### config.mk
export PLATFORM = sky130hd
export DESIGN_NAME = mdg_memctl_diag
export DESIGN_NICKNAME = d
export VERILOG_FILES = /design/src/logic/mdg_pkg.sv /design/src/logic/mdg_memctl_diag.sv /design/src/logic/mdg_wb_ram.sv /design/src/logic/mdg_addr_parity.sv
export VERILOG_INCLUDE_DIRS = /design/src /design/src/logic
export SDC_FILE = /design/constraint.sdc
export NUM_CORES = 1
export LEC_CHECK = 0
export BUFFER_PORTS_ARGS = -buffer_cell sky130_fd_sc_hd__buf_2
export CAP_MARGIN = 20
export CORE_MARGIN = 3
export CORE_UTILIZATION = 45
export DETAILED_ROUTE_END_ITERATION = 7
export GPL_TIMING_DRIVEN = 0
export PLACE_DENSITY_LB_ADDON = 0.25
export SYNTH_ARGS = -nofsm -noshare
export SYNTH_HDL_FRONTEND = slang
export SYNTH_HIERARCHICAL = 1
export SYNTH_SLANG_ARGS = --single-unit
### constraint.sdc
create_clock -name clk -period 6 [get_ports clk]
set_input_delay 1.2 -clock clk [delete_from_list [all_inputs] [get_ports clk]]
set_output_delay 1.2 -clock clk [all_outputs]
set_load 0.02 [all_outputs]
### src/logic/mdg_regs.svh
`ifndef MDG_REGS_SVH
`define MDG_REGS_SVH

// destination decode
`define MDG_DST_W 6
`define MDG_DST_DIAG 6'h2a

// diagnostic register, documented bit n sits at index 32-n
`define MDG_DIAG_W 32
`define MDG_DIAG_RESET 32'h0c3e2440
`define MDG_B_PTR_MSB 31
`define MDG_B_PTR_MID 30
`define MDG_B_PTR_LSB 29
`define MDG_B_FORCE_PAR 25
`define MDG_B_PTR_SEL 24
`define MDG_B_SHIFT_HI 23
`define MDG_B_SHIFT_LO 22
`define MDG_B_ERR_ARRAY1 21
`define MDG_B_LOCK_CB 17
`define MDG_B_DIS_REFRESH 16
`define MDG_B_DIS_LW 15
`define MDG_B_REF_ADDR 13
`define MDG_B_BYPASS 12
`define MDG_B_CLR_WB 11
`define MDG_B_NOP_ONLY 10
`define MDG_B_SINGLE 9
`define MDG_B_DRAIN 8
`define MDG_B_LOOP 7
`define MDG_B_ADDR_MD 6
`define MDG_B_DIAG_RT 5

// write buffer
`define MDG_WB_DEPTH 8
`define MDG_WB_PTR_W 3
`define MDG_WB_CNT_W 4

// timing
`define MDG_CLK_NS 4
`define MDG_BEAT_NS 4
`define MDG_PTR_LAT_MAX_NS ((5 * `MDG_BEAT_NS) / 2)
`define MDG_PTR_LAT_MAX_CYC (`MDG_PTR_LAT_MAX_NS / `MDG_CLK_NS)
`define MDG_REFRESH_NS 15600
`define MDG_REFRESH_CYC (`MDG_REFRESH_NS / `MDG_CLK_NS)
`define MDG_REFRESH_CNT_W 12

`endif

### src/logic/mdg_pkg.sv
package mdg_pkg;
  typedef enum logic [3:0] {
    MT_IDLE,
    MT_PTR,
    MT_WBWR,
    MT_READ,
    MT_RDONE,
    MT_DRAIN,
    MT_DRWR,
    MT_REFRESH,
    MT_DIAG,
    MT_BURST1,
    MT_BURST2
  } mdg_mt_state_type;
endpackage : mdg_pkg

### src/logic/mdg_memctl_diag.sv
`timescale 1ns/10ps
`include "mdg_regs.svh"
// What this block does
// load register when destination selects it
// bits 1..3 form override pointer value
// bit 8 forces pointer to override value
// bit 7 forces address parity to ones
// bits 9..10 give address shift control
// bits 11..14 low mask array errors
// bit 15 low locks check bits
// bit 17 disables last-written tracking
// bit 19 low puts refresh address out
// bit 20 returns buffer data on reads
// bit 21 clears valid and pending flags
// bit 22 low holds off reads and drains only
// bit 23 makes buffer one entry deep
// bit 24 drains buffer until empty
// bit 25 loops buffer data to latch
// bit 26 low drives address on data
// bit 27 runs timer diagnostic routine
// burst stores 64 bits as two halves
// next beat toggles lsb, swaps drivers
// busy asserted within one beat
// address to pointer latch under 2.5 beats
// plus bits act high, minus bits low
module mdg_memctl_diag
  import mdg_pkg::*;
#(
  parameter int AW = 20,
  parameter int REFRESH_CYC = `MDG_REFRESH_CYC
) (
  // clock and reset
  input wire logic clk,
  input wire logic rst,
  // microcode destination and internal data bus
  input wire logic [`MDG_DST_W-1:0] dst_field,
  input wire logic [31:0] internal_data_bus,
  // processor memory requests
  input wire logic cpu_read,
  input wire logic cpu_write,
  input wire logic [AW-1:0] cpu_addr,
  output logic memctl_busy_n,
  output logic [31:0] read_data,
  output logic read_data_valid,
  // io input burst
  input wire logic io_burst,
  input wire logic [AW-1:0] io_burst_addr,
  input wire logic [31:0] io_data_bus_first,
  input wire logic [31:0] io_data_bus_second,
  output logic io_drv_first_en,
  output logic io_drv_second_en,
  // memory arrays
  input wire logic [31:0] memory_data_lines_in,
  input wire logic [3:0] mem_err_in,
  output logic [AW-1:0] memory_address_lines,
  output logic [(AW+7)/8-1:0] mem_addr_parity,
  output logic [1:0] addr_shift_ctl,
  output logic [31:0] memory_data_lines_out,
  output logic memory_data_lines_oe_n,
  output logic [31:0] memory_data_latch_path,
  output logic mem_rd_stb,
  output logic mem_wr_stb,
  output logic mem_refresh_stb,
  output logic [3:0] err_sampled,
  output logic lock_check_bits_n,
  // write buffer state
  output logic [`MDG_WB_PTR_W-1:0] wb_ptr,
  output logic wb_empty
);
  localparam int WBN = `MDG_WB_DEPTH;
  localparam int PW = `MDG_WB_PTR_W;
  localparam int CW = `MDG_WB_CNT_W;

  logic [`MDG_DIAG_W-1:0] diag_reg;
  mdg_mt_state_type mt_state;
  logic [PW-1:0] ovr_ptr, ptr_reg, last_wr_reg, sel_ptr, ram_rd_addr;
  logic last_ok_reg, hit_reg;
  logic wb_ptr_override_select, force_addr_parity_one;
  logic disable_last_written_algo, refresh_addr_to_mem_addr;
  logic wb_bypass_to_data_bus, clear_wb_flags, timer_nop_refresh_only;
  logic wb_single_entry, wb_force_drain, wb_loop_to_mem_latch;
  logic addr_onto_mem_data, timer_diag_routine, refresh_disable;
  logic [WBN-1:0] wb_valid_reg, wb_pend_reg;
  logic [AW-1:0] wb_addr_reg [WBN];
  logic req_rd_reg, req_wr_reg, req_done;
  logic [AW-1:0] req_addr_reg, burst_addr_reg;
  logic [31:0] req_data_reg, burst_first_reg, burst_second_reg;
  logic burst_pend_reg;
  logic hit, free_ok, pair_ok, pend_ok, wb_full;
  logic [PW-1:0] hit_idx, free_idx, pend_idx;
  logic [PW-2:0] pair_idx;
  logic [CW-1:0] pend_cnt, wb_limit;
  logic ram_wr_en;
  logic [PW-1:0] ram_wr_addr;
  logic [31:0] ram_wr_data, ram_rd_data;
  logic [AW-1:0] ma_next, refresh_addr_reg, diag_addr_reg;
  logic [`MDG_REFRESH_CNT_W-1:0] refresh_cnt_reg;
  logic refresh_due_reg;

  ////////////////////////////////////////////////////////////////////////
  // diagnostic register

  always_ff @(posedge clk) begin
    if (rst) begin
      diag_reg <= `MDG_DIAG_RESET;
    end else if (dst_field == `MDG_DST_DIAG) begin
      diag_reg <= internal_data_bus;
    end
  end

  // active-low fields are inverted once here
  assign ovr_ptr = {diag_reg[`MDG_B_PTR_MSB], diag_reg[`MDG_B_PTR_MID],
                    diag_reg[`MDG_B_PTR_LSB]};
  assign wb_ptr_override_select = diag_reg[`MDG_B_PTR_SEL];
  assign force_addr_parity_one = diag_reg[`MDG_B_FORCE_PAR];
  assign disable_last_written_algo = diag_reg[`MDG_B_DIS_LW];
  assign refresh_addr_to_mem_addr = ~diag_reg[`MDG_B_REF_ADDR];
  assign wb_bypass_to_data_bus = diag_reg[`MDG_B_BYPASS];
  assign clear_wb_flags = diag_reg[`MDG_B_CLR_WB];
  assign timer_nop_refresh_only = ~diag_reg[`MDG_B_NOP_ONLY];
  assign wb_single_entry = diag_reg[`MDG_B_SINGLE];
  assign wb_force_drain = diag_reg[`MDG_B_DRAIN];
  assign wb_loop_to_mem_latch = diag_reg[`MDG_B_LOOP];
  assign addr_onto_mem_data = ~diag_reg[`MDG_B_ADDR_MD];
  assign timer_diag_routine = diag_reg[`MDG_B_DIAG_RT];
  assign refresh_disable = diag_reg[`MDG_B_DIS_REFRESH];

  // static controls toward the arrays
  always_ff @(posedge clk) begin
    if (rst) begin
      addr_shift_ctl <= '0;
      lock_check_bits_n <= 1'b1;
      err_sampled <= '0;
    end else begin
      addr_shift_ctl <= {diag_reg[`MDG_B_SHIFT_HI],
                         diag_reg[`MDG_B_SHIFT_LO]};
      lock_check_bits_n <= diag_reg[`MDG_B_LOCK_CB];
      for (int i = 0; i < 4; i++) begin
        err_sampled[i] <= mem_err_in[i] &
                          diag_reg[`MDG_B_ERR_ARRAY1 - i];
      end
    end
  end

  ////////////////////////////////////////////////////////////////////////
  // write buffer lookup

  always_comb begin
    hit = 1'b0;
    hit_idx = '0;
    free_ok = 1'b0;
    free_idx = '0;
    pend_ok = 1'b0;
    pend_idx = '0;
    pair_ok = 1'b0;
    pair_idx = '0;
    pend_cnt = '0;
    // descending so the lowest index wins
    for (int i = WBN - 1; i >= 0; i--) begin
      if (wb_valid_reg[i] && wb_addr_reg[i] == req_addr_reg) begin
        hit = 1'b1;
        hit_idx = PW'(i);
      end
      if (!wb_pend_reg[i]) begin
        free_ok = 1'b1;
        free_idx = PW'(i);
      end else begin
        pend_ok = 1'b1;
        pend_idx = PW'(i);
      end
      pend_cnt = pend_cnt + CW'(wb_pend_reg[i]);
    end
    for (int j = WBN / 2 - 1; j >= 0; j--) begin
      if (!wb_pend_reg[2*j] && !wb_pend_reg[2*j+1]) begin
        pair_ok = 1'b1;
        pair_idx = (PW-1)'(j);
      end
    end
  end

  assign wb_limit = wb_single_entry ? CW'(1) : CW'(WBN);
  assign wb_full = pend_cnt >= wb_limit;

  // normal pointer source, then the override
  always_comb begin
    if (req_rd_reg) begin
      sel_ptr = hit_idx;
    end else if (!disable_last_written_algo && last_ok_reg &&
                 wb_addr_reg[last_wr_reg] == req_addr_reg) begin
      sel_ptr = last_wr_reg;
    end else begin
      sel_ptr = free_idx;
    end
    if (wb_ptr_override_select) begin
      sel_ptr = ovr_ptr;
    end
  end

  ////////////////////////////////////////////////////////////////////////
  // request capture and busy

  assign req_done = (mt_state == MT_WBWR) || (mt_state == MT_RDONE);

  always_ff @(posedge clk) begin
    if (rst) begin
      req_rd_reg <= 1'b0;
      req_wr_reg <= 1'b0;
      memctl_busy_n <= 1'b1;
    end else if (req_done) begin
      req_rd_reg <= 1'b0;
      req_wr_reg <= 1'b0;
      memctl_busy_n <= 1'b1;
    end else if (!req_rd_reg && !req_wr_reg && (cpu_read || cpu_write)) begin
      req_rd_reg <= cpu_read;
      req_wr_reg <= cpu_write & ~cpu_read;
      memctl_busy_n <= 1'b0;
    end
  end

  // address latch; the pointer follows two beats later
  always_ff @(posedge clk) begin
    if (!req_rd_reg && !req_wr_reg && (cpu_read || cpu_write)) begin
      req_addr_reg <= cpu_addr;
      req_data_reg <= internal_data_bus;
    end
  end

  // burst request, set wins over the take
  always_ff @(posedge clk) begin
    if (rst) begin
      burst_pend_reg <= 1'b0;
    end else if (io_burst && !burst_pend_reg) begin
      burst_pend_reg <= 1'b1;
    end else if (mt_state == MT_BURST1) begin
      burst_pend_reg <= 1'b0;
    end
  end

  always_ff @(posedge clk) begin
    if (io_burst && !burst_pend_reg) begin
      burst_addr_reg <= io_burst_addr;
      burst_first_reg <= io_data_bus_first;
      burst_second_reg <= io_data_bus_second;
    end
  end

  ////////////////////////////////////////////////////////////////////////
  // memory timer

  always_ff @(posedge clk) begin
    if (rst) begin
      mt_state <= MT_IDLE;
    end else begin
      case (mt_state)
        MT_IDLE: begin
          if (refresh_due_reg) begin
            mt_state <= MT_REFRESH;
          end else if (timer_diag_routine) begin
            mt_state <= MT_DIAG;
          end else if (burst_pend_reg && pair_ok &&
                       (!wb_single_entry || pend_cnt == '0)) begin
            mt_state <= MT_BURST1;
          end else if ((req_wr_reg && !wb_full) ||
                       (req_rd_reg && !timer_nop_refresh_only)) begin
            mt_state <= MT_PTR;
          end else if (!timer_nop_refresh_only && pend_ok &&
                       (wb_force_drain || wb_full)) begin
            mt_state <= MT_DRAIN;
          end
        end
        MT_PTR: mt_state <= req_wr_reg ? MT_WBWR : MT_READ;
        MT_READ: mt_state <= MT_RDONE;
        MT_DRAIN: mt_state <= MT_DRWR;
        MT_DIAG: begin
          if (!timer_diag_routine || refresh_due_reg) begin
            mt_state <= MT_IDLE;
          end
        end
        MT_BURST1: mt_state <= MT_BURST2;
        default: mt_state <= MT_IDLE;
      endcase
    end
  end

  // pointer: latched two beats after the address
  always_ff @(posedge clk) begin
    if (rst) begin
      ptr_reg <= '0;
      hit_reg <= 1'b0;
    end else if (mt_state == MT_PTR) begin
      ptr_reg <= sel_ptr;
      hit_reg <= hit;
    end else if (mt_state == MT_DRAIN) begin
      ptr_reg <= pend_idx;
    end else if (mt_state == MT_IDLE) begin
      ptr_reg <= {pair_idx, 1'b0};
    end else if (mt_state == MT_BURST1) begin
      ptr_reg[0] <= ~ptr_reg[0];
    end
  end

  ////////////////////////////////////////////////////////////////////////
  // write buffer store

  always_comb begin
    ram_wr_en = 1'b0;
    ram_wr_addr = ptr_reg;
    ram_wr_data = req_data_reg;
    case (mt_state)
      MT_WBWR: ram_wr_en = 1'b1;
      MT_BURST1: begin
        ram_wr_en = 1'b1;
        ram_wr_data = burst_first_reg;
      end
      MT_BURST2: begin
        ram_wr_en = 1'b1;
        ram_wr_data = burst_second_reg;
      end
      default: ram_wr_en = 1'b0;
    endcase
  end

  assign ram_rd_addr = (mt_state == MT_DRAIN) ? pend_idx : ptr_reg;

  mdg_wb_ram #(
    .DW(32),
    .DEPTH(WBN),
    .AW(PW)
  ) u_wb_ram (
    .clk(clk),
    .wr_en(ram_wr_en),
    .wr_addr(ram_wr_addr),
    .wr_data(ram_wr_data),
    .rd_addr(ram_rd_addr),
    .rd_data(ram_rd_data)
  );

  // entry addresses hold no control state, so no reset
  always_ff @(posedge clk) begin
    if (mt_state == MT_WBWR) begin
      wb_addr_reg[ptr_reg] <= req_addr_reg;
    end else if (mt_state == MT_BURST1) begin
      wb_addr_reg[ptr_reg] <= burst_addr_reg;
    end else if (mt_state == MT_BURST2) begin
      wb_addr_reg[ptr_reg] <= burst_addr_reg | AW'(1);
    end
  end

  always_ff @(posedge clk) begin
    if (rst) begin
      wb_valid_reg <= '0;
      wb_pend_reg <= '0;
      last_ok_reg <= 1'b0;
      last_wr_reg <= '0;
    end else begin
      if (ram_wr_en) begin
        wb_valid_reg[ptr_reg] <= 1'b1;
        wb_pend_reg[ptr_reg] <= 1'b1;
        last_wr_reg <= ptr_reg;
        last_ok_reg <= 1'b1;
      end
      if (mt_state == MT_DRWR) begin
        wb_pend_reg[ptr_reg] <= 1'b0;
      end
      // the diagnostic clear overrides any set in the same beat
      if (clear_wb_flags) begin
        wb_valid_reg <= '0;
        wb_pend_reg <= '0;
        last_ok_reg <= 1'b0;
      end
    end
  end

  always_ff @(posedge clk) begin
    if (rst) begin
      wb_ptr <= '0;
      wb_empty <= 1'b1;
    end else begin
      wb_ptr <= ptr_reg;
      wb_empty <= (pend_cnt == '0);
    end
  end

  ////////////////////////////////////////////////////////////////////////
  // io transceiver steering

  always_ff @(posedge clk) begin
    if (rst) begin
      io_drv_first_en <= 1'b0;
      io_drv_second_en <= 1'b0;
    end else begin
      io_drv_first_en <= (mt_state == MT_IDLE) &&
                         burst_pend_reg && pair_ok && !refresh_due_reg &&
                         !timer_diag_routine &&
                         (!wb_single_entry || pend_cnt == '0);
      io_drv_second_en <= (mt_state == MT_BURST1);
    end
  end

  ////////////////////////////////////////////////////////////////////////
  // refresh and diagnostic address counters

  always_ff @(posedge clk) begin
    if (rst) begin
      refresh_cnt_reg <= '0;
      refresh_due_reg <= 1'b0;
      refresh_addr_reg <= '0;
    end else begin
      if (refresh_cnt_reg == `MDG_REFRESH_CNT_W'(REFRESH_CYC - 1)) begin
        refresh_cnt_reg <= '0;
      end else begin
        refresh_cnt_reg <= refresh_cnt_reg + 1'b1;
      end
      // a new tick wins over the take
      if (refresh_cnt_reg == '0 && !refresh_disable) begin
        refresh_due_reg <= 1'b1;
      end else if (mt_state == MT_REFRESH) begin
        refresh_due_reg <= 1'b0;
      end
      if (mt_state == MT_REFRESH) begin
        refresh_addr_reg <= refresh_addr_reg + 1'b1;
      end
    end
  end

  always_ff @(posedge clk) begin
    if (rst) begin
      diag_addr_reg <= '0;
    end else if (mt_state == MT_DIAG) begin
      diag_addr_reg <= diag_addr_reg + 1'b1;
    end
  end

  ////////////////////////////////////////////////////////////////////////
  // memory address, parity and strobes

  always_comb begin
    ma_next = memory_address_lines;
    case (mt_state)
      MT_READ: ma_next = req_addr_reg;
      MT_DRWR: ma_next = wb_addr_reg[ptr_reg];
      MT_REFRESH: ma_next = refresh_addr_reg;
      MT_DIAG: ma_next = diag_addr_reg;
      default: ma_next = memory_address_lines;
    endcase
    if (refresh_addr_to_mem_addr) begin
      ma_next = refresh_addr_reg;
    end
  end

  always_ff @(posedge clk) begin
    if (rst) begin
      memory_address_lines <= '0;
    end else begin
      memory_address_lines <= ma_next;
    end
  end

  mdg_addr_parity #(
    .W(AW)
  ) u_addr_parity (
    .clk(clk),
    .rst(rst),
    .addr(ma_next),
    .force_one(force_addr_parity_one),
    .parity(mem_addr_parity)
  );

  always_ff @(posedge clk) begin
    if (rst) begin
      mem_rd_stb <= 1'b0;
      mem_wr_stb <= 1'b0;
      mem_refresh_stb <= 1'b0;
    end else begin
      mem_rd_stb <= (mt_state == MT_READ) || (mt_state == MT_DIAG);
      mem_wr_stb <= (mt_state == MT_DRWR);
      mem_refresh_stb <= (mt_state == MT_REFRESH);
    end
  end

  // data lines: drain data, or the address during processor reads
  always_ff @(posedge clk) begin
    if (rst) begin
      memory_data_lines_out <= '0;
      memory_data_lines_oe_n <= 1'b1;
    end else if (mt_state == MT_DRWR) begin
      memory_data_lines_out <= ram_rd_data;
      memory_data_lines_oe_n <= 1'b0;
    end else if (mt_state == MT_READ && addr_onto_mem_data) begin
      memory_data_lines_out <= 32'(req_addr_reg);
      memory_data_lines_oe_n <= 1'b0;
    end else begin
      memory_data_lines_oe_n <= 1'b1;
    end
  end

  ////////////////////////////////////////////////////////////////////////
  // read return

  always_ff @(posedge clk) begin
    if (rst) begin
      read_data <= '0;
      read_data_valid <= 1'b0;
      memory_data_latch_path <= '0;
    end else begin
      read_data_valid <= (mt_state == MT_RDONE);
      if (mt_state == MT_RDONE) begin
        // a hit on a buffered entry must see the newer data
        read_data <= (wb_bypass_to_data_bus || hit_reg) ?
                     ram_rd_data : memory_data_lines_in;
        memory_data_latch_path <= wb_loop_to_mem_latch ?
                                  ram_rd_data : memory_data_lines_in;
      end
    end
  end
endmodule : mdg_memctl_diag

### src/logic/mdg_wb_ram.sv
`timescale 1ns/10ps
module mdg_wb_ram #(
  parameter int DW = 32,
  parameter int DEPTH = 8,
  parameter int AW = 3
) (
  // clock
  input wire logic clk,
  // write port
  input wire logic wr_en,
  input wire logic [AW-1:0] wr_addr,
  input wire logic [DW-1:0] wr_data,
  // read port, data one cycle later
  input wire logic [AW-1:0] rd_addr,
  output logic [DW-1:0] rd_data
);
  logic [DW-1:0] mem [DEPTH];

  always_ff @(posedge clk) begin
    if (wr_en) begin
      mem[wr_addr] <= wr_data;
    end
  end

  // registered read, old data on a same-address collision
  always_ff @(posedge clk) begin
    rd_data <= mem[rd_addr];
  end
endmodule : mdg_wb_ram

### src/logic/mdg_addr_parity.sv
`timescale 1ns/10ps
module mdg_addr_parity #(
  parameter int W = 20,
  parameter int NP = (W + 7) / 8
) (
  // clock and reset
  input wire logic clk,
  input wire logic rst,
  // address about to be driven
  input wire logic [W-1:0] addr,
  input wire logic force_one,
  // one odd parity bit per address byte
  output logic [NP-1:0] parity
);
  logic [NP*8-1:0] padded;
  logic [NP-1:0] parity_next;

  assign padded = {{(NP*8-W){1'b0}}, addr};

  for (genvar i = 0; i < NP; i++) begin : g_byte
    assign parity_next[i] = force_one | ~(^padded[i*8 +: 8]);
  end

  always_ff @(posedge clk) begin
    if (rst) begin
      parity <= '1;
    end else begin
      parity <= parity_next;
    end
  end
endmodule : mdg_addr_parity

# --- Word-level counts from Yosys, hierarchy flattened ---
# Memory sizes are Yosys's and may differ from the RTL's. A register that Yosys moved wholly into a read port is not among the register bits.
# Cells that the tools add are included.
totals:
  register_bits: 390
  ramBits: 416
  in_bits: 183
  word_cells: 269
  n_memories: 2
op_classes:
  n_addsub: 10
  order_cmp: 3
  eq_ne: 23
  mux: 100
  bitwise_logic: 20
  reduce_logical: 72
mem_list:
  columns: ["memory", "depth", "word_bits", "read_ports", "rd_clocked_by_memory_dff", "wr", "line_no", "text"]
  rows:
  - ["u_wb_ram.mem", 8, 32, 1, 1, 1, "mdg_wb_ram.sv:17", "logic [DW-1:0] mem [DEPTH];"]
  - ["wb_addr_reg", 8, 20, 10, 1, 1, "mdg_memctl_diag.sv:84", "logic [AW-1:0] wb_addr_reg [WBN];"]
ops:
  columns: ["op", "count"]
  rows:
  - ["== test 20 bit", 9]
  - ["2-to-1 mux 32 bit", 4]
  - ["2-to-1 mux 3 bit", 32]
  - ["one-hot mux 20 bit (4 select lines)", 1]
  - ["one-hot mux 32 bit (2 select lines)", 1]
  - ["2-to-1 mux 20 bit", 3]
  - ["2-to-1 mux 1 bit", 42]
  - ["adder 20 x 1 -> 20 bit (second input constant)", 2]
  - ["logical AND 1 bit", 31]
  - ["2-to-1 mux 4 bit", 7]
  - ["2-to-1 mux 8 bit", 3]
  - ["one-hot mux 4 bit (6 select lines)", 1]
  - ["XOR reduction 8 bit", 3]
  - ["logical NOT 1 bit", 17]
  - ["adder 4 x 1 -> 4 bit", 4]
  - ["== test 4 x 3 -> 1 bit (second input constant)", 4]
  - ["OR 8 bit", 2]
  - ["adder 12 x 1 -> 12 bit (second input constant)", 1]
  - ["== test 12 bit (second input constant)", 1]
  - ["== test 4 bit (second input constant)", 3]
  - ["logical NOT 12 bit", 1]
  - ["2-to-1 mux 2 bit", 5]
  - ["bitwise AND 8 bit", 1]
  - ["== test 4 x 2 -> 1 bit (second input constant)", 2]
  - ["other kinds (23)", 48]

# --- Longest topological paths before layout ---
# Gate-level depths: netlist of the first run.
depth:
  ltp_word: 16
  mapped_depth: 16
  depth_no_buf: 16

# --- Cells and area by module ---
# The synthesis of the first run kept the hierarchy.
by_module_without_submodules:
  columns: ["mod", "instances", "cells_per_inst", "area_each_um2"]
  rows:
  - ["mdg_memctl_diag", 1, 2240, 24987.7]
  - ["mdg_wb_ram", 1, 415, 10466.3]
  - ["mdg_addr_parity", 1, 24, 224.0]

# --- Worst setup path before layout of the first run ---
# OpenSTA, ideal clock, no wires.
synth_path:
  path_type: "input port to flip-flop"
  start: "in io_burst"
  end: "reg burst_addr_reg[0], enable pin"
  setup_time_ns: 0.537
  arrival_ns: 4.869
  required_ns: 5.463
  slack_ns: 0.594
  path_stages: 1
  path_buffers: 0
  path_cell_list: "nor2b_1"
synth_via:
  elab_chain_cells: 1
synth_rtl:
  columns: ["element", "line_no", "text"]
  rows:
  - ["start, declared", "mdg_memctl_diag.sv:46", "input wire logic io_burst,"]
  - ["logical AND 1 bit", "mdg_memctl_diag.sv:240", "if (io_burst && !burst_pend_reg) begin"]
  - ["end signal, assigned", "mdg_memctl_diag.sv:241", "burst_addr_reg <= io_burst_addr;"]
  - ["end, declared", "mdg_memctl_diag.sv:86", "logic [AW-1:0] req_addr_reg, burst_addr_reg;"]
# Every way passes these cells.
# A chain may end at the register's enable or synchronous reset.

# --- Worst setup path in the final report of the first run ---
layout_path:
  start: "reg ptr_reg[0]"
  end: "reg u_addr_parity.parity[1]"
layout_via:
  elab_chain_cells: 6
layout_rtl:
  columns: ["element", "line_no", "text"]
  rows:
  - ["start, declared", "mdg_memctl_diag.sv:76", "logic [PW-1:0] ovr_ptr, ptr_reg, last_wr_reg, sel_ptr, ram_rd_addr;"]
  - ["start signal, assigned", "mdg_memctl_diag.sv:291", "ptr_reg <= sel_ptr;"]
  - ["start signal, assigned", "mdg_memctl_diag.sv:294", "ptr_reg <= pend_idx;"]
  - ["start signal, assigned", "mdg_memctl_diag.sv:296", "ptr_reg <= {pair_idx, 1'b0};"]
  - ["memory (8 x 20 bit)", null, null]
  - ["one-hot mux 20 bit (4 select lines)", "mdg_memctl_diag.sv:439", "case (mt_state)"]
  - ["2-to-1 mux 20 bit", "mdg_memctl_diag.sv:446", "if (refresh_addr_to_mem_addr) begin"]
  - ["net ma_next[14]", "mdg_memctl_diag.sv:96", "logic [AW-1:0] ma_next, refresh_addr_reg, diag_addr_reg;"]
  - ["XOR reduction 8 bit", "mdg_addr_parity.sv:21", "assign parity_next[i] = force_one | ~(^padded[i*8 +: 8]);"]
  - ["inverter 1 bit", "mdg_addr_parity.sv:21", null]
  - ["OR 1 bit", "mdg_addr_parity.sv:21", null]
  - ["end signal, assigned", "mdg_addr_parity.sv:28", "parity <= parity_next;"]
  - ["end, declared", "mdg_addr_parity.sv:13", "output logic [NP-1:0] parity"]
# The timed path passes the listed nets, and every way through them passes these cells.

==> results of run 1 <==
[worst max-delay path, stage by stage, from the launching register on]
cell	delay (ns)
dfxtp_1	0.56
clkbuf_1	0.60
nand2_1	0.19
nor2_1	0.24
clkbuf_1	0.89
clkbuf_1	0.88
a22oi_1	0.15
a31oi_1	0.87
o22a_1	0.25
xnor2_1	0.10
xnor2_1	0.27
xnor2_1	0.17
nand2_1	0.07
[report_power, final]
| group | switching [uW] | internal (uW) | leakage (uW) |
|---|---|---|---|
| Clock | 2390 | 3360 | 0.00150 |
| Sequential | 559 | 7010 | 0.00734 |
| Combinational | 2970 | 1550 | 0.00598 |
[logic make-up (layout without fill, tap and decap cells)]
group,Yosys count,after routing
other,0,5
AOI/OAI and AO/OA,416,416
DFF,832,832
and+or+nand+nor,763,763
xor gates and xnor gates,239,239
adders and majority gates,15,15
muxes,217,217
buffers and inverters,197,716
[layout by cell type (no fill, tap or decap), types with 31 or more instances in the layout]
cell type	synthesis	final
mux4_2	40	40
nand3_1	56	56
a211oi_1	34	34
o21ai_0	45	45
buf_2	29	350
xor2_1	109	109
a22o_1	31	31
a311oi_1	55	55
edfxtp_1	552	552
clkbuf_1	111	125
a22oi_1	87	87
a21oi_1	43	43
nand2_1	272	272
mux2i_1	73	73
nand4_1	57	57
dfxtp_1	280	280
nor2_1	190	183
xnor2_1	130	130
mux2_2	51	51
mux4_1	53	53
nor4_1	35	35
clkbuf_16	0	91
[worst max-delay path by stage]
stage	end	slack [ns]	start
global placement	req_addr_reg[1]	-2.69	cpu_read
CTS	u_addr_parity/parity[1]	1.00	ptr_reg[0]
global route	u_addr_parity/parity[1]	0.54	ptr_reg[0]
finish	u_addr_parity/parity[1]	0.56	ptr_reg[0]
detailed placement	u_addr_parity/parity[1]	1.05	ptr_reg[0]
floorplan	burst_addr_reg[0]	0.59	io_burst
[layer usage]
layer  vias to the layer above  wire length [um]  GRT usage [%]
met5                         -                14              0
met4                         2              5690           12.6
met3                       290             11900           5.71
met2                      1569             60600           49.8
met1                     13200             52100           41.3
li1                      11100                 -              -
[stage by stage]
stage               util [%]  std cells  power, uW  TNS [ns]  instance area, um^2
floorplan                  -       2679      10100         0                35700
global placement        49.5       4039      12000   -350.40                38600
detailed placement      50.2       4069      12100         0                39100
CTS                     54.2       4237      17800         0                42200
global route            54.2       4239      18400         0                42200
finish                  54.2       4243      17800         0                42200
[layout make-up]
cell class	instances	area (um^2)	area share, %
Sequential cell	832	22200	52.5
Multi-Input combinational cell	1650	12700	30.1
Clock buffer	113	2440	5.78
Timing Repair Buffer	351	2040	4.83
Tap cell	1040	1300	3.08
Buffer	172	773	1.83
Clock inverter	55	671	1.59
Inverter	25	93.8	0.222
Antenna cell	5	12.5	0.0296
==> results_tabular.tex, run 1 <==
\begin{tabular}{lr}
\hline
Metric & Value \\
\hline
\multicolumn{2}{l}{\textbf{Floorplanning}} \\
Die H & 288 um \\
Die Wd & approximately 290 um \\
Initial standard-cell utilization of the core & between 40\% and 50\% \\
Full die area & between 0.08 and 0.09 mm\^{}2 \\
\# IOs & $\sim$320 \\
Core footprint & a little under 0.08 mm\^{}2 \\
Rows & $\sim$100 \\
\multicolumn{2}{l}{\textbf{Critical path}} \\
R2R depth & 12 \\
Beginning of the worst register-to-register path & ptr\_reg[0] \\
Worst-path maximum fanout & 11 \\
Kind of capture point of the worst setup path & flop \\
Reg2reg setup slack & around 0.56 ns \\
Startpoint-to-endpoint class of the critical path & reg -> reg \\
Critical Path Source Type & flop \\
Arrival @ worst endpoint & between 5 and 6 ns \\
RR Endpoint & u\_addr\_parity/parity[1] \\
Critical path data required time & $\sim$6.5 ns \\
\multicolumn{2}{l}{\textbf{Logic synthesis}} \\
Sequential area share after synthesis & between 60 and 70\% \\
Synthesis-stage register bit count & approximately 830 \\
Top cells by area, synth & edfxtp\_1 46\%, dfxtp\_1 16\%, mux4\_1 3.9\% \\
Count of flip-flops with a built-in enable after synthesis & around 550 \\
Proportion of netlist area held by the largest area contributor & around 46\% \\
Warnings, synthesis & 6 \\
Multiplexer share of the synthesized area & between 10\% and 20\% \\
Simple-Gate Fraction of Synth Area & between 10\% and 20\% \\
Synthesized-area fraction occupied by xor and xnor cells & between 5 and 6\% \\
Cell variety after synth & 68 \\
Count of mapped cells out of synthesis & between 2,000 and 3,000 \\
Combinational family with the most area after synthesis & simple AND/OR/NAND/NOR gates \\
Cell with the most instances after synthesis & edfxtp\_1 \\
Syn Nets & between 2,000 and 3,000 \\
Avg Synthesized Cell Area & $\sim$13 um\^{}2 \\
Adder-cell share of the synthesized area & 0.603\% \\
Largest area contributor in the netlist & edfxtp\_1 \\
FFs w/ async S/R, synth & 0\% \\
Fraction of the mapped netlist area in compound gates & approximately 8.7\% \\
Cell area after synthesis & 0.0357 mm\^{}2 \\
Synth Flop Type & edfxtp\_1 \\
Most frequent cells after synthesis & 552 x edfxtp\_1, 280 x dfxtp\_1, 272 x nand2\_1, 190 x nor2\_1, 130 x xnor2\_1 \\
\multicolumn{2}{l}{\textbf{Timing}} \\
Least setup slack across all paths after layout & 0.560 ns \\
Post-route fraction of the period consumed by the critical path & between 90\% and 100\% \\
Final worst clock skew & approximately 0.034 ns \\
Shortest clock period the worst path allows after layout & 5.44 ns \\
Number of setup violations in the final report & 0 \\
Post-Route Hold Slack & between 0.4 and 0.5 ns \\
Peak clock frequency supported by timing & 0.184 GHz \\
Number of hold violations in the final report & 0 \\
Remaining max-slew budget at the tightest pin & a little under a quarter \\
Setup repair after global routing missed its margin & no \\
Pin slew with the least headroom to its limit & 1.15 ns \\
Number of max-slew violations in the final report & 0 \\
\multicolumn{2}{l}{\textbf{Min path}} \\
Endpoint with the worst hold slack & lock\_check\_bits\_n \\
HP Class & reg -> reg \\
Hold path startpoint & diag\_reg[17] \\
Worst hold path depth & 1 \\
\multicolumn{2}{l}{\textbf{Clocking}} \\
Clock root buffer & clkbuf\_16 \\
Clock sink count & roughly 830 \\
Clock buffer count from CTS & 90 \\
Maximum clock insertion buffer count & 3 \\
Post-CTS repair timing setup buffer count & 0 \\
Clock-pin slew reported for the worst setup and hold paths after clock tree synthesis & 0.06 ns \\
Cts repair resizes & 0 \\
Clock latency at the later pin of the worst-skew pair & about 0.66 ns \\
Hold buffers post-CTS & 0 \\
Clock tree from TritonCTS & done \\
H-Tree Depth & 3 \\
\multicolumn{2}{l}{\textbf{Drt}} \\
Iter 0 DRT Violations & around 3,200 \\
Average detailed-routed wire length per instance & 30.7 um \\
Total via count in the routed design & about 26,000 \\
Number of iterations in the first detailed-routing pass & 8 \\
Remaining number of nets flagged by the antenna check after routing & 0 \\
Number of remaining DRC errors & 2 \\
Final WL & between 100,000 and 150,000 um \\
Routed vias/inst & $\sim$6.2 \\
\multicolumn{2}{l}{\textbf{Placement}} \\
Count of buffers from port buffering & 320 \\
Worst-case setup slack after placement & approximately 1.1 ns \\
Sum of net half-perimeters after detailed placement & about 99,000 um \\
Placer congestion estimate & roughly 0.99 \\
\multicolumn{2}{l}{\textbf{Power and ir drop}} \\
Reported leakage power & 0.0148 uW \\
Worst vdd ir & 0.251 mV \\
Pwr/cell area & about 420 mW/mm\^{}2 \\
\multicolumn{2}{l}{\textbf{GRT}} \\
Global-route wire length before repair & 183,000 um \\
Maximum number of pins on one net before global-route repair & 32 \\
Global routing usage summed across all routing layers & 30.9\% \\
Via count of the first global-routing pass & about 25,000 \\
Number of antenna violations at the first check in global routing & 10 \\
Aggregate global routing overflow & 0 \\
\multicolumn{2}{l}{\textbf{Finish}} \\
Share of cells above drive strength 1 & 20.6\% \\
Filler cell count & around 6,500 \\
Relative area change from synthesis to final layout & 18.4\% \\
Number of nets in the layout & between 3,000 and 4,000 \\
Largest register FFs & 256 \\
\multicolumn{2}{l}{\textbf{Run}} \\
Max-Cap Viols & 0 \\
\multicolumn{2}{l}{\textbf{Status}} \\
Violations in the final reports & DRC \\
Status & complete, but fails checks \\
\hline
\end{tabular}
Note: power is estimated with default switching activity, not from simulation.
==> run 2: changes to the inputs <==
--- a/config.mk
+++ b/config.mk
@@ -9,7 +9,7 @@
 export BUFFER_PORTS_ARGS = -buffer_cell sky130_fd_sc_hd__buf_2
 export CAP_MARGIN = 20
 export CORE_MARGIN = 3
-export CORE_UTILIZATION = 45
+export CORE_UTILIZATION = 29
 export DETAILED_ROUTE_END_ITERATION = 7
 export GPL_TIMING_DRIVEN = 0
 export PLACE_DENSITY_LB_ADDON = 0.25
==> run 2 against run 1 <==
  * The run now ends clean
  * Combinational power is 2% higher
  * Global-route usage shrank 9.8 points
  * Setup slack improved by 0.29 ns
  * Design area increased by 2.1%
  * Sequential share of layout area down 1.1 points
  * Clock-buffer cell count grew 12
  * Critical path type unchanged
  * Largest cell class unchanged
==> results_tabular.tex, run 2 (synthesized netlist as in run 1, its figures left out) <==
\begin{tabular}{lr}
\hline
Metric & Value \\
\hline
\multicolumn{2}{l}{\textbf{GRT}} \\
Global routing usage summed across all routing layers & 21.1\% (-9.8 points) \\
Maximum number of pins on one net before global-route repair & 35 (+9.4\%) \\
Global-route wire length before repair & 191,000 um (+4.7\%) \\
Aggregate global routing overflow & 0 (unchanged) \\
Via count of the first global-routing pass & 24,900 (-1.9\%) \\
Number of antenna violations at the first check in global routing & 19 (+9) \\
\multicolumn{2}{l}{\textbf{Clocking}} \\
Clock buffer count from CTS & 93 (+3.3\%) \\
Clock tree from TritonCTS & done \\
Post-CTS repair timing setup buffer count & 0 (unchanged) \\
Clock root buffer & clkbuf\_16 \\
Clock-pin slew reported for the worst setup and hold paths after clock tree synthesis & 0.07 ns (about the same) \\
Hold buffers post-CTS & 0 (unchanged) \\
Maximum clock insertion buffer count & 3 (unchanged) \\
Clock latency at the later pin of the worst-skew pair & 0.70 ns (+0.04 ns) \\
Clock sink count & 832 (unchanged) \\
H-Tree Depth & 3 (unchanged) \\
Cts repair resizes & 0 (unchanged) \\
\multicolumn{2}{l}{\textbf{Critical path}} \\
Critical Path Source Type & flop \\
Startpoint-to-endpoint class of the critical path & reg -> reg \\
Worst-path maximum fanout & 11 (unchanged) \\
Startpoint of the worst setup timing path & ptr\_reg[0] \\
Kind of capture point of the worst setup path & flop \\
Critical path data required time & 6.54 ns (+0.05 ns) \\
Arrival @ worst endpoint & 5.69 ns (-0.24 ns) \\
Beginning of the worst register-to-register path & ptr\_reg[0] \\
\multicolumn{2}{l}{\textbf{Placement}} \\
Placer congestion estimate & 0.984 (-0.93\%) \\
Number of cells after detailed placement & 4,658 (+14\%) \\
Dpl cell area & 0.0399 mm\^{}2 (+2.0\%) \\
Count of buffers from port buffering & 320 (unchanged) \\
Sum of net half-perimeters after detailed placement & 105,000 um (+6.3\%) \\
\multicolumn{2}{l}{\textbf{Finish}} \\
Number of nets in the layout & 3,325 (+0.18\%) \\
Largest register FFs & 256 (unchanged) \\
Relative area change from synthesis to final layout & 20.9\% \\
Filler cell count & 12,100 (+86\%) \\
Share of cells above drive strength 1 & 20.7\% (about the same) \\
Multi-input gate area in the final layout & 0.0127 mm\^{}2 (about the same) \\
Total non-filler cell area in the finished layout & 0.0431 mm\^{}2 (+2.1\%) \\
Filler-free cell count of the finished design & 4,843 (+14\%) \\
Final core utilization & 35.3\% (-19 points) \\
Leading cell types in the layout, fill and taps excluded & 552 x edfxtp\_1, 350 x buf\_2, 280 x dfxtp\_1 \\
Sequential cell area & 0.0222 mm\^{}2 (unchanged) \\
Leading cell type in the layout, fill and taps excluded & edfxtp\_1 \\
\multicolumn{2}{l}{\textbf{Timing}} \\
Pin slew with the least headroom to its limit & 1.15 ns (+0.000239 ns) \\
Number of max-slew violations in the final report & 0 (unchanged) \\
Number of hold violations in the final report & 0 (unchanged) \\
Post-Route Hold Slack & 0.452 ns (+0.00183 ns) \\
Peak clock frequency supported by timing & 0.194 GHz (+5.6\%) \\
Number of setup violations in the final report & 0 (unchanged) \\
Final worst clock skew & 0.0585 ns (+0.0243 ns) \\
Post-route fraction of the period consumed by the critical path & 85.9\% (-4.8 points) \\
Shortest clock period the worst path allows after layout & 5.15 ns (-0.289 ns) \\
Remaining max-slew budget at the tightest pin & 22.4\% (-0.73 points) \\
Setup repair after global routing missed its margin & no \\
\multicolumn{2}{l}{\textbf{Drt}} \\
Total via count in the routed design & 25,500 (-2.7\%) \\
Number of remaining DRC errors & 0 (-2) \\
Remaining number of nets flagged by the antenna check after routing & 0 (unchanged) \\
Routed vias/inst & 5.26 (-15\%) \\
Final WL & 138,000 um (+5.9\%) \\
Number of iterations in the first detailed-routing pass & 6 (-2) \\
Iter 0 DRT Violations & 2,739 (-13\%) \\
Average detailed-routed wire length per instance & 28.5 um (-7.2\%) \\
\multicolumn{2}{l}{\textbf{Floorplanning}} \\
Rows & 128 (+25\%) \\
Full die area & 0.127 mm\^{}2 (+54\%) \\
\# IOs & 321 (unchanged) \\
Die Wd & 357 um (+24\%) \\
Core footprint & 0.122 mm\^{}2 (+57\%) \\
Die H & 357 um (+24\%) \\
Initial standard-cell utilization of the core & 29.2\% (-17 points) \\
\multicolumn{2}{l}{\textbf{Power and ir drop}} \\
Worst vdd ir & 0.253 mV (+0.82\%) \\
Net switching share of the total power & 33.3\% (+0.17 points) \\
Relative contribution of the clock network to total power & 32.9\% (+0.7 points) \\
Int Power & 12,100 uW (+1.2\%) \\
Combinational Power Share & 25.4\% (about the same) \\
Sequential share of power & 41.8\% (-0.6 points) \\
Reported leakage power & 0.0149 uW (+0.36\%) \\
Switching pwr & 6040 uW (+2.0\%) \\
Pwr/cell area & 420 mW/mm\^{}2 (-0.58\%) \\
\multicolumn{2}{l}{\textbf{Status}} \\
Status & finished clean \\
\multicolumn{2}{l}{\textbf{Run}} \\
Max-Cap Viols & 0 (unchanged) \\
\multicolumn{2}{l}{\textbf{Min path}} \\
HP Class & reg -> reg \\
Hold path startpoint & diag\_reg[17] \\
\hline
\end{tabular}
-- run 2: layout make-up --
class | instances | share of cell area, %
clock buffers | 125 | 5.94
multi-input cells | 1650 | 29.5
flip-flops and latches | 832 | 51.4
repair buffers | 354 | 4.85
clock inverters | 47 | 1.46
inverters | 25 | 0.218
plain buffers | 172 | 1.79
well taps | 1625 | 4.71
diodes | 13 | 0.0754
-- run 2: power by group through the flow --
stage               logic [uW]  registers [uW]  clock network [uW]
finish                    4590            7560                5950
detailed placement        4550            7680                   0
global route              4860            7610                6310
global placement          4430            7730                   0
floorplan                 2460            7680                   0
CTS                       4570            7560                6060
-- run 2: worst max-delay path, cell delays in order (launching register included) --
cell and delay (ns):
dfxtp_1 0.56, clkbuf_1 0.49, nand2_1 0.17, nor2_1 0.23
clkbuf_1 0.87, clkbuf_1 0.84, a22oi_1 0.16, a31oi_1 0.74
o22a_1 0.25, xnor2_1 0.11, xnor2_1 0.29, xnor2_1 0.17
nand2_1 0.07
-- run 2: path summary, 6_finish.rpt --
kind,endpoint,slack [ns],cells after the start
worst max-delay path,u_addr_parity/parity[1],0.85,12
worst min register to register,lock_check_bits_n,0.45,1
worst min-delay path,lock_check_bits_n,0.45,1
worst max register to register,u_addr_parity/parity[1],0.85,12
-- run 2: stage by stage --
step / worst slack [ns] / power [uW] / TNS [ns]
finish: 0.848 / 18100 / 0
global route: 0.782 / 18800 / 0
CTS: 1.10 / 18200 / 0
detailed placement: 1.15 / 12200 / 0
global placement: -3.08 / 12200 / -410.60
floorplan: 0.594 / 10100 / 0
-- run 2: metal layers --
layer	vias to the layer above	wire [um]	global-route usage, %
li1	11200	-	-
met1	12900	58100	28.0
met2	1125	65600	34.9
met3	251	9390	3.63
met4	0	4970	7.37
met5	-	0	0
